## src/uiop_defs.svh

```systemverilog
`ifndef UIOP_DEFS_SVH
`define UIOP_DEFS_SVH

// register aliases (byte addresses on the register port)
`define UIOP_ADDR_BASE   8'h39
`define UIOP_ADDR_SET    8'h3a
`define UIOP_ADDR_CLEAR  8'h3b

// field positions
`define UIOP_BIT_SWAP    1
`define UIOP_UART_LO     2
`define UIOP_UART_HI     3
`define UIOP_BIT_PU_PLUS 4
`define UIOP_BIT_PU_MIN  5
`define UIOP_USB_LO      6
`define UIOP_USB_HI      7

// reset value: uart level 01, everything else zero; bit 0 always reads zero
`define UIOP_RESET_VAL   8'h04
`define UIOP_WRITE_MASK  8'hfe

// regulator level codes
`define UIOP_LVL_3V30    2'h0

// line routing selections
`define UIOP_ROUTE_USB   2'h0
`define UIOP_ROUTE_UART  2'h1
`define UIOP_ROUTE_UART_RX 2'h3
`define UIOP_ROUTE_AUDIO 2'h2

`endif

```

## src/uiop_pkg.sv

```systemverilog
package uiop_pkg;

  // operating mode of the transceiver as seen by this block
  typedef enum logic [1:0]
  {
    UIOP_MODE_USB   = 2'h0,
    UIOP_MODE_UART  = 2'h1,
    UIOP_MODE_AUDIO = 2'h2
  } uiop_mode_t;

  // register port request
  typedef struct packed
  {
    logic [7:0] addr;
    logic [7:0] wdata;
    logic       wr;
    logic       rd;
  } uiop_req_t;

  // controls sent to the analog front end
  typedef struct packed
  {
    logic       data_pin_swap;
    logic       pullup_plus;
    logic       pullup_minus;
    logic [1:0] regulator_level;
    logic [1:0] plus_route;
    logic [1:0] minus_route;
  } uiop_ctrl_t;

endpackage

```

## src/uiop_reg.sv

```systemverilog
// Behaviour
// three aliases read; write, set, clear
// set/clear alias touch only one bits
// swap bit exchanges plus/minus pins, resets zero
// in uart mode swap exchanges tx/rx routing
// audio speaker routing ignores swap
// usb to uart entry with transmit enable applies uart level
// audio mode forces 3.3 volt regulator
// link should leave uart via hardware reset
// bits 4/5 enable plus/minus charger pull-ups
// uart mode forces both pull-ups on
// usb modes use usb level, reset 00
`timescale 1ns/100ps
`default_nettype none
`include "uiop_defs.svh"

module uiop_reg
  import uiop_pkg::*;
(
  input  wire logic        clk,
  input  wire logic        rst,
  input  wire uiop_req_t   req,
  output logic [7:0]       rdata,
  input  wire uiop_mode_t  mode,
  input  wire logic        uart_transmit_enable,
  output uiop_ctrl_t       ctrl,
  output logic [1:0]       data_plus_function,
  output logic [1:0]       data_minus_function
);
  import uiop_pkg::*;

  // writable bits; bit 0 is reserved and always reads back zero
  localparam logic [7:0] WRITE_MASK = `UIOP_WRITE_MASK;

  // control register and its next value
  logic [7:0] ctl;
  logic [7:0] next_ctl;

  // read path
  logic [7:0] next_rdata;

  // alias decode, one strobe per alias
  logic       wr_base;
  logic       wr_set;
  logic       wr_clear;
  logic       hit;

  // mode history for the automatic uart level
  uiop_mode_t prev_mode;
  uiop_mode_t next_prev_mode;
  logic       from_usb;
  logic       next_from_usb;
  logic       uart_level_on;
  logic       next_uart_level_on;

  // analog controls
  uiop_ctrl_t next_ctrl;
  logic [1:0] route_plus;
  logic [1:0] route_minus;

  // alias decode
  // the strobes are one-hot by construction, so the per-bit logic below
  // never has to arbitrate between a plain write and a set or clear
  always_comb
  begin
    wr_base  = 1'b0;
    wr_set   = 1'b0;
    wr_clear = 1'b0;
    hit      = 1'b0;
    case (req.addr)
      `UIOP_ADDR_BASE:
      begin
        wr_base = req.wr;
        hit     = 1'b1;
      end
      `UIOP_ADDR_SET:
      begin
        wr_set = req.wr;
        hit    = 1'b1;
      end
      `UIOP_ADDR_CLEAR:
      begin
        wr_clear = req.wr;
        hit      = 1'b1;
      end
      default:
      begin
        hit = 1'b0;
      end
    endcase
  end

  // per-bit write, set and clear
  // each bit only looks at its own data bit, so a set or clear leaves
  // every bit whose data bit is zero exactly as it was
  genvar b;
  generate
    for (b = 0; b < 8; b++)
    begin : g_bit
      always_comb
      begin
        next_ctl[b] = ctl[b];
        if (!WRITE_MASK[b])
          next_ctl[b] = 1'b0;
        else if (wr_base)
          next_ctl[b] = req.wdata[b];
        else if (wr_set && req.wdata[b])
          next_ctl[b] = 1'b1;
        else if (wr_clear && req.wdata[b])
          next_ctl[b] = 1'b0;
      end
    end
  endgenerate

  // control register
  always_ff @(posedge clk)
  begin
    if (rst)
      ctl <= `UIOP_RESET_VAL;
    else
      ctl <= next_ctl;
  end

  // any alias reads; unmapped reads zero
  // a read sees the register before a write in the same cycle, but the
  // master never issues both strobes at once
  always_comb
  begin
    next_rdata = 8'h00;
    if (req.rd && hit)
      next_rdata = ctl;
  end

  // read data stands for exactly one cycle after the strobe
  always_ff @(posedge clk)
  begin
    if (rst)
      rdata <= 8'h00;
    else
      rdata <= next_rdata;
  end

  // uart level applies once transmit enable rises after a usb to uart
  // switch; transmit enable may come in the same cycle as the switch or
  // any time later while uart mode lasts. leaving uart drops it again,
  // which the link should do by hard reset. mode and transmit enable
  // come from this clock domain, so no synchroniser
  always_comb
  begin
    next_prev_mode     = mode;
    next_from_usb      = 1'b0;
    next_uart_level_on = 1'b0;
    if (mode == UIOP_MODE_UART)
    begin
      next_from_usb      = from_usb || (prev_mode == UIOP_MODE_USB);
      next_uart_level_on = uart_level_on || (uart_transmit_enable && next_from_usb);
    end
  end

  // mode history; reset counts as usb so a uart start after reset applies
  always_ff @(posedge clk)
  begin
    if (rst)
    begin
      prev_mode     <= UIOP_MODE_USB;
      from_usb      <= 1'b0;
      uart_level_on <= 1'b0;
    end
    else
    begin
      prev_mode     <= next_prev_mode;
      from_usb      <= next_from_usb;
      uart_level_on <= next_uart_level_on;
    end
  end

  // pad routing; swap exchanges which pad gets which function
  uiop_route u_route
  (
    .mode        (mode),
    .swap        (ctl[`UIOP_BIT_SWAP]),
    .plus_route  (route_plus),
    .minus_route (route_minus)
  );

  // analog controls
  always_comb
  begin
    next_ctrl               = '0;
    next_ctrl.data_pin_swap = ctl[`UIOP_BIT_SWAP];
    // pull-up enables
    next_ctrl.pullup_plus   = ctl[`UIOP_BIT_PU_PLUS];
    next_ctrl.pullup_minus  = ctl[`UIOP_BIT_PU_MIN];
    // usb level by default
    next_ctrl.regulator_level = ctl[`UIOP_USB_HI:`UIOP_USB_LO];
    next_ctrl.plus_route    = route_plus;
    next_ctrl.minus_route   = route_minus;
    case (mode)
      UIOP_MODE_UART:
      begin
        // pull-ups forced
        next_ctrl.pullup_plus  = 1'b1;
        next_ctrl.pullup_minus = 1'b1;
        // uart level applied
        if (next_uart_level_on)
          next_ctrl.regulator_level = ctl[`UIOP_UART_HI:`UIOP_UART_LO];
      end
      UIOP_MODE_AUDIO:
      begin
        // audio fixed 3.3V
        next_ctrl.regulator_level = `UIOP_LVL_3V30;
        // speaker routing unswapped
        next_ctrl.data_pin_swap   = 1'b0;
      end
      default:
      begin
        next_ctrl.regulator_level = ctl[`UIOP_USB_HI:`UIOP_USB_LO];
      end
    endcase
  end

  // analog controls are registered so the front end never sees decode
  // glitches; the cost is one cycle of latency after a register write
  always_ff @(posedge clk)
  begin
    if (rst)
      ctrl <= '0;
    else
      ctrl <= next_ctrl;
  end

  // pad functions; the route block already applied the swap in uart
  // mode, and audio routing never depends on it
  assign data_plus_function  = ctrl.plus_route;
  assign data_minus_function = ctrl.minus_route;

endmodule

`default_nettype wire

```

## src/uiop_route.sv

```systemverilog
`timescale 1ns/100ps
`default_nettype none
`include "uiop_defs.svh"

// picks what each usb data pad carries; audio routing ignores the swap
module uiop_route
  import uiop_pkg::*;
(
  input  wire uiop_mode_t mode,
  input  wire logic       swap,
  output logic [1:0]      plus_route,
  output logic [1:0]      minus_route
);

  // routing select per pad, combinational from the mode input and the registered swap bit
  always_comb
  begin
    plus_route  = `UIOP_ROUTE_USB;
    minus_route = `UIOP_ROUTE_USB;
    case (mode)
      // swap exchanges transmit and receive pads
      UIOP_MODE_UART:
      begin
        plus_route  = swap ? `UIOP_ROUTE_UART_RX : `UIOP_ROUTE_UART;
        minus_route = swap ? `UIOP_ROUTE_UART : `UIOP_ROUTE_UART_RX;
      end
      UIOP_MODE_AUDIO:
      begin
        plus_route  = `UIOP_ROUTE_AUDIO;
        minus_route = `UIOP_ROUTE_AUDIO;
      end
      default:
      begin
        plus_route  = `UIOP_ROUTE_USB;
        minus_route = `UIOP_ROUTE_USB;
      end
    endcase
  end

endmodule

`default_nettype wire

```

## config.mk

```make
export PLATFORM = sky130hd
export DESIGN_NAME = uiop_reg
export DESIGN_NICKNAME = d
export VERILOG_FILES = /design/src/uiop_pkg.sv /design/src/uiop_reg.sv /design/src/uiop_route.sv
export VERILOG_INCLUDE_DIRS = /design/src /design/src/src
export SDC_FILE = /design/constraint.sdc
export NUM_CORES = 1
export LEC_CHECK = 0
export ABC_AREA = 1
export ABC_CLOCK_PERIOD_IN_PS = 2300
export BUFFER_PORTS_ARGS = -buffer_cell sky130_fd_sc_hd__buf_2
export CORE_UTILIZATION = 50
export CTS_BUF_LIST = sky130_fd_sc_hd__clkbuf_8 sky130_fd_sc_hd__clkbuf_16
export CTS_CLUSTER_DIAMETER = 30
export DETAILED_ROUTE_END_ITERATION = 7
export PLACE_DENSITY = 0.91
export SYNTH_ARGS = -nofsm -noshare
export SYNTH_HDL_FRONTEND = slang
export SYNTH_SLANG_ARGS = --single-unit
```

## constraint.sdc

```tcl
create_clock -name clk -period 2.3 [get_ports clk]
set_input_delay 0.23 -clock clk [delete_from_list [all_inputs] [get_ports clk]]
set_output_delay 0.23 -clock clk [all_outputs]
set_load 0.05 [all_outputs]
```

# Word-level counts from Yosys, hierarchy flattened
# Index checks and enable logic that the tools add are counted.
dict set report classes {
  n_bitwise 2
  mux 33
  n_eq_ne 5
  reduce_logical 30
}
# operator count
set op_table {}
lappend op_table {{1-bit 2-to-1 mux} 26}
lappend op_table {{8-bit by 6-bit == test with 1-bit output, second input constant} 3}
lappend op_table {{3-bit nonzero test} 7}
lappend op_table {{1-bit logical AND} 16}
lappend op_table {{2-bit one-hot mux with 2 select lines} 3}
lappend op_table {{2-bit 2-to-1 mux} 4}
lappend op_table {{2-bit OR reduction} 3}
lappend op_table {{3-bit OR reduction} 1}
lappend op_table {{2-bit by 1-bit == test with 1-bit output, second input constant} 1}
lappend op_table {{2-bit == test, second input constant} 1}
lappend op_table {{2-bit zero test} 1}
lappend op_table {{1-bit logical OR} 2}
lappend op_table {{1-bit inverter} 2}
dict set report word_totals {
  regBits 29
  in_bits 23
  output_inout_bits 21
}

# Logic depth before layout (Yosys ltp)
# Gate-level depths: netlist of the first run.
dict set report depth {
  depth_word 7
  depth_mapped 8
}

# Modules after synthesis
# Synthesis of the first run repeated with hierarchy kept, for this count alone.
dict set report unflattened {
  cells_unflattened 151
  hier_area_um2 1164.9
}
# mod cells_each area_per_inst_um2 n_inst seq_area_each_um2
set modules_own_cells {}
lappend modules_own_cells {uiop_reg 139 1083.5 1 540.5}
lappend modules_own_cells {uiop_route 12 81.3 1 0.0}

# Worst setup path before layout of the first run
# OpenSTA, ideal clock, no wires.
dict set report synth_timing {
  kind {register to output}
  startpoint {register ctrl, in the netlist data_plus_function[0]}
  endpoint {output ctrl[2] in the netlist's numbering}
  path_slack_ps 1136
  path_stages_with_launch 2
  arrival_time_ps 934
  t_required_ps 2070
  path_buffers 1
  path_cell_list {dfxtp_1 buf_4}
}
# item line_no
set synth_rtl {}
lappend synth_rtl {{start, declared} uiop_reg.sv:26} ;# output uiop_ctrl_t ctrl,
lappend synth_rtl {{start signal, assigned} uiop_reg.sv:229} ;# ctrl <= next_ctrl;
# No word-level cell between the ends.

# Worst setup path in the final report of the first run
dict set report layout_timing {
  startpoint {register ctrl, in the netlist data_plus_function[0]}
  endpoint {output data_plus_function[0]}
}
# item line_no
set layout_rtl {}
lappend layout_rtl {{end, declared} uiop_reg.sv:27} ;# output logic [1:0] data_plus_function,
# No word-level cell between the ends.

==> reports/metrics.yaml, run 1 <==
status: "finished clean"
cp_top_family: "flip-flops"
ys_seq_elements: 26
grt_antenna_before_repair: 0
grt_max_degree: 16
required_ns: 2.07
crit_chain: "buf_2"
track_usage_pct: 19.1
io_buffer_count: 41
slew_viol_final: 0
crit_buf_inv: 1
synth.area.top_cells: "dfxtp_1 (47%), nand3_1 (7.2%), nand2_1 (7.1%)"
cp_slowest_cell: "dfxtp_1"
cts_buffers: 3
max_stage_delay_ns: 0.35
area_growth_pct: 19.6
antenna_left: 0
final_layout_size_suffix_gt1_share_pct: 36.4
max_freq_mhz: 906
regToRegSetupSlack_ns: 1.27
min_path_type: "in2reg"
clkTransAtPathRegs_ns: 0.08
period_needed_ns: 1.10
grt_pass1_wl_um: 3570
muxShareOfSynthArea_pct: 0
syn-num-nets: 162
peakVddDrop_mv: 0.400
initialDrtViolationCount: 22
clock_latency_ns: 0.26
cp-start-kind: "flip-flop"
dpl.hpwl_um: 1720
crit_path_end_kind: "output pin"
grt_pass1_vias: 908
first_pass_iters: 5
nets: 200
maxCapViolCount: 0
setup_viol: 0
synthAdderAreaFrac_pct: 2.24
ys_warn_count: 0
synth-simple-area-share_pct: 29.7
cts_num_sinks: 26
power_density_nw_per_um2: 601
wirelength_um: 2100
antennaDiodeCount: 0
worstPathArrival_ns: 0.87
clockBufferDepth: 2
ys_types: 23
htreeDepth: 1
std_cell_rows: 16
synth_area_leader_cell: "dfxtp_1"
syn_inst: 137
gp_congestion: 0.816
drc: 0
postCtsSetupBuffers: 0
synth_compound_area_share_pct: 8.75
hold_violations: 0
setup_tns_ns: 0
initial_utilization_pct: 55.1
dieWidth_um: 49.2
post_drt_wl_per_cell_um: 10.5
seq_area_frac_synth_pct: 46.7
fp.coreArea_um2: 2020
cts.root.buffer_cell: "clkbuf_8"
fin_util_pct: 66.0
synth_xor_area_share_pct: 0
period_share_pct: 48.0
synth_top_family_by_area: "simple AND/OR/NAND/NOR gates"
avgSynthCellArea_um2: 8.14
path_max_fanout: 4
via_count: 943
dieArea_um2: 2420
die_h_um: 49.2
netlist_area_um2: 1110
overflow: 0
drt-vias-per-instance: 4.72
synth_top_cell_area_share_pct: 46.7
cts.repair.resized: 0
rsz0062_at_grt: "no"
crit_type: "reg2out"
boundaryPins: 44
ctsHoldBuffers: 0
cts_tree: "built"
clock_skew_ns: 0.00438
p_leak_nw: 0.639
==> kinds of logic after synthesis <==
kind of cell	count (synthesis)
flip-flops	26
adder cells (fa/ha/maj)	2
AO/OA/AOI/OAI	14
other	1
AND/OR/NAND/NOR	66
buffers and inverters	28
==> metrics by stage <==
step           cells  hold slack (ns)  setup WS [ns]  instance area, µm²  power, mW
2_1_floorplan    137            0.299           1.14                1110      0.548
3_3_place_gp     197            0.449           1.10                1290      0.572
3_5_place_dp     197            0.454           1.07                1290      0.577
4_1_cts          200            0.204           1.19                1330      0.805
5_1_grt          200            0.228           1.14                1330      0.840
6_report         200            0.210           1.20                1330      0.802
==> layout make-up <==
cell class	instances	area, µm²
tap	27	33.8
multi-input combinational	83	458
inverter	20	75.1
timing repair buffer	41	205
sequential	26	520
clock buffer	3	41.3
fill	176	688
==> synth_stat cells <==
cell type	instances
dfxtp_1	26
nand2_1	21
inv_1	17
nand3_1	16
nor2_1	16
a21oi_1	6
a21oi_2	6
buf_4	6
inv_2	3
ha_1	2
nand2_2	2
nand3_2	2
nor2_2	2
nor2_4	2
nor3_1	2
and2_1	1
buf_2	1
buf_6	1
conb_1	1
nand2_4	1
nand3_4	1
o21a_1	1
o21bai_1	1
==> metal layers <==
metal	vias to the layer above	track usage, %	part of all wire (%)
met4	0	8.33	0.81
met1	405	19.6	41
met5	-	0	0
met2	47	37.0	51
li1	489	-	-
met3	2	3.43	6.8
==> power breakdown <==
group          internal, mW  switching (mW)
clock                 0.117           0.119
combinational        0.0313          0.0750
sequential            0.457         0.00261
==> worst reg2reg max path, delay by kind of cell, from the launching register on <==
family,cells,cell delay (ns)
AOI/OAI and AO/OA,1,0.17
DFF,1,0.31
and+or+nand+nor,6,0.48
==> cells in the final DEF (no fill, tap or decap) <==
cell      netlist  final
a21oi_1         6      6
a21oi_2         6      6
and2_1          1      1
buf_2           1     41
clkbuf_8        0      3
conb_1          1      1
dfxtp_1        26     26
ha_1            2      2
inv_1          17     17
inv_2           3      3
nand2_1        21     21
nand2_2         2      2
nand2_4         1      1
nand3_1        16     16
nand3_2         2      2
nand3_4         1      1
nor2_1         16     16
nor2_2          2      2
nor2_4          2      2
nor3_1          2      2
o21a_1          1      1
o21bai_1        1      1
==> sequential cells by signal (all words and copies together), names as in the netlist <==
name / flops
prev_mode: 2
uart_level_on: 1
ctl: 7
data_minus_function: 1
data_plus_function: 2
ctrl: 5
from_usb: 1
rdata: 7
==> worst paths after layout <==
path                         start                    end  cells after the start
max          data_plus_function[0]  data_plus_function[0]                      1
min                         req[4]                 ctl[2]                      3
max reg2reg           prev_mode[1]                ctrl[4]                      7
min reg2reg                 ctl[6]               rdata[6]                      2
No activity file was read; power rests on OpenSTA's default activity.
==> run 2: changes to the inputs <==
--- a/config.mk
+++ b/config.mk
@@ -7,13 +7,13 @@
 export NUM_CORES = 1
 export LEC_CHECK = 0
 export ABC_AREA = 1
-export ABC_CLOCK_PERIOD_IN_PS = 2300
+export ABC_CLOCK_PERIOD_IN_PS = 1100
 export BUFFER_PORTS_ARGS = -buffer_cell sky130_fd_sc_hd__buf_2
-export CORE_UTILIZATION = 50
+export CORE_UTILIZATION = 47
 export CTS_BUF_LIST = sky130_fd_sc_hd__clkbuf_8 sky130_fd_sc_hd__clkbuf_16
 export CTS_CLUSTER_DIAMETER = 30
 export DETAILED_ROUTE_END_ITERATION = 7
-export PLACE_DENSITY = 0.91
+export PLACE_DENSITY = 0.87
 export SYNTH_ARGS = -nofsm -noshare
 export SYNTH_HDL_FRONTEND = slang
 export SYNTH_SLANG_ARGS = --single-unit
==> constraint.sdc (replaced) <==
create_clock -name clk -period 1.1 [get_ports clk]
set_input_delay 0.11 -clock clk [delete_from_list [all_inputs] [get_ports clk]]
set_output_delay 0.11 -clock clk [all_outputs]
set_load 0.05 [all_outputs]
==> run 2 against run 1 <==
First-iteration DRC count decreased by 27%. Worst hold slack got worse by 0.14 ns. Die area increased by 6.1%. Clock power increased to 2.5 times the previous value. Worst setup slack got worse by 1.1 ns. Clock-buffer cell count increased by 1. Combinational power increased by 130%. Power increased by 120%. Critical path type is now reg2reg.
==> reports/metrics.yaml, run 2 (synthesized netlist as in run 1, its figures left out) <==
final_cell_mix: "buf_2 (41), dfxtp_1 (26), nand2_1 (19)"
reg2reg_depth: 7
clockBufferDepth: 2
dp_cells: 202
grt_antenna_before_repair: 0
overflow: 0
top_regs: "ctl (7), rdata (7), ctrl (5)"
whs_ns: 0.0679
setup_tns_ns: 0
hold_violations: 0
grt_pass1_vias: 986
track_usage_pct: 19.1
pwr-share-clk_pct: 33.3
crit_type: "reg2reg"
area_growth_pct: 24.5
crit_start: "prev_mode[0]"
seq_power_share_pct: 53.3
clkTransAtPathRegs_ns: 0.08
stdcell_count: 206
rr_startpoint: "prev_mode[0]"
dpl.hpwl_um: 1840
final_cell_area_um2: 1390
first_pass_iters: 4
antenna_left: 0
std_cell_rows: 17
ctsHoldBuffers: 0
nets: 204
initial_utilization_pct: 49.9
gp_congestion: 0.872
mostFrequentLayoutCell: "buf_2"
setup_viol: 0
cp-start-kind: "flip-flop"
grt_pass1_wl_um: 3680
drt-vias-per-instance: 4.75
antennaDiodeCount: 0
cts_tree: "built"
grt_max_degree: 15
cts_num_sinks: 26
cts.root.buffer_cell: "clkbuf_8"
max_freq_mhz: 978
status: "finished clean"
slew_viol_final: 0
drc: 0
clock_skew_ns: 0.00156
multi_input_area_um2: 467
net-switching-power_mw: 0.450
switching_share_pct: 25.0
fp.coreArea_um2: 2230
period_share_pct: 92.9
dieWidth_um: 50.7
clock_latency_ns: 0.27
worstPathArrival_ns: 1.23
final_layout_size_suffix_gt1_share_pct: 39.9
power_density_nw_per_um2: 1300
cts_buffers: 3
path_max_fanout: 4
fin_util_pct: 62.1
post_drt_wl_per_cell_um: 10.8
period_needed_ns: 1.02
dieArea_um2: 2570
wirelength_um: 2220
crit_path_end_kind: "flip-flop"
io_buffer_count: 41
area.sequential_um2: 520
intPower_mw: 1.35
regToRegSetupSlack_ns: 0.08
die_h_um: 50.7
placed_area_um2: 1320
p_leak_nw: 0.668
htreeDepth: 1
via_count: 979
crit_end: "ctrl[4]"
peakVddDrop_mv: 0.706
n_fill_cell: 206
min_path_type: "in2reg"
pwr-share-comb_pct: 13.4
r2r-end: "ctrl[4]"
maxCapViolCount: 0
required_ns: 1.30
boundaryPins: 44
initialDrtViolationCount: 16
run 2: metrics by stage:
step	power (mW)	worst slack [ns]
finish	1.80	0.0780
global route	1.87	-0.00762
CTS	1.80	0.00137
detailed placement	1.22	-0.0113
global placement	1.21	0.108
floorplan	1.15	0.0562
run 2: how the worst min path moves through the flow:
| stage | start | endpoint | slack (ns) | depth (start not counted) |
|---|---|---|---|---|
| after global placement | req[4] | ctl[2] | 0.34 | 3 |
| after global routing | rst | prev_mode[0] | 0.09 | 2 |
| final | req[4] | ctl[2] | 0.07 | 3 |
| after detailed placement | req[4] | ctl[2] | 0.35 | 3 |
| after floorplan | rst | ctrl[6] | 0.18 | 1 |
| after CTS | req[4] | ctl[2] | 0.07 | 3 |
run 2: area by class of cell:
class | count | share of cell area [%]
sequential | 26 | 37.5
multi-input combinational | 83 | 33.6
timing repair buffer | 45 | 17.0
inverter | 20 | 5.41
clock buffer | 4 | 3.97
tap | 28 | 2.52
run 2: critical path, stage by stage, from the launching register on:
cell and delay, ns:
dfxtp_1 0.31, o21bai_1 0.16, nand2_1 0.09, nand2_2 0.11, nand2_2 0.07, nand2_1 0.06
nand2_1 0.04, nor2_1 0.11
run 2: timing repair:
item                                    in CTS  in global routing
setup buffers                                0                  0
endpoints found under the setup margin       0                  2
resized for setup                            0                  3
run 2: per-layer routing:
layer,GRT usage (%),routed length [µm],up-vias
li1,-,-,501
met1,17.4,894,437
met2,39.3,1180,39
met3,4.24,115,2
met4,7.41,25,0
met5,0,0,-
run 2: power by group through the flow:
stage	clock, mW	sequential (mW)	combinational (mW)
finish	0.601	0.961	0.241
global route	0.643	0.963	0.263
CTS	0.605	0.961	0.238
detailed placement	0	0.983	0.237
global placement	0	0.982	0.227
floorplan	0	1.01	0.131
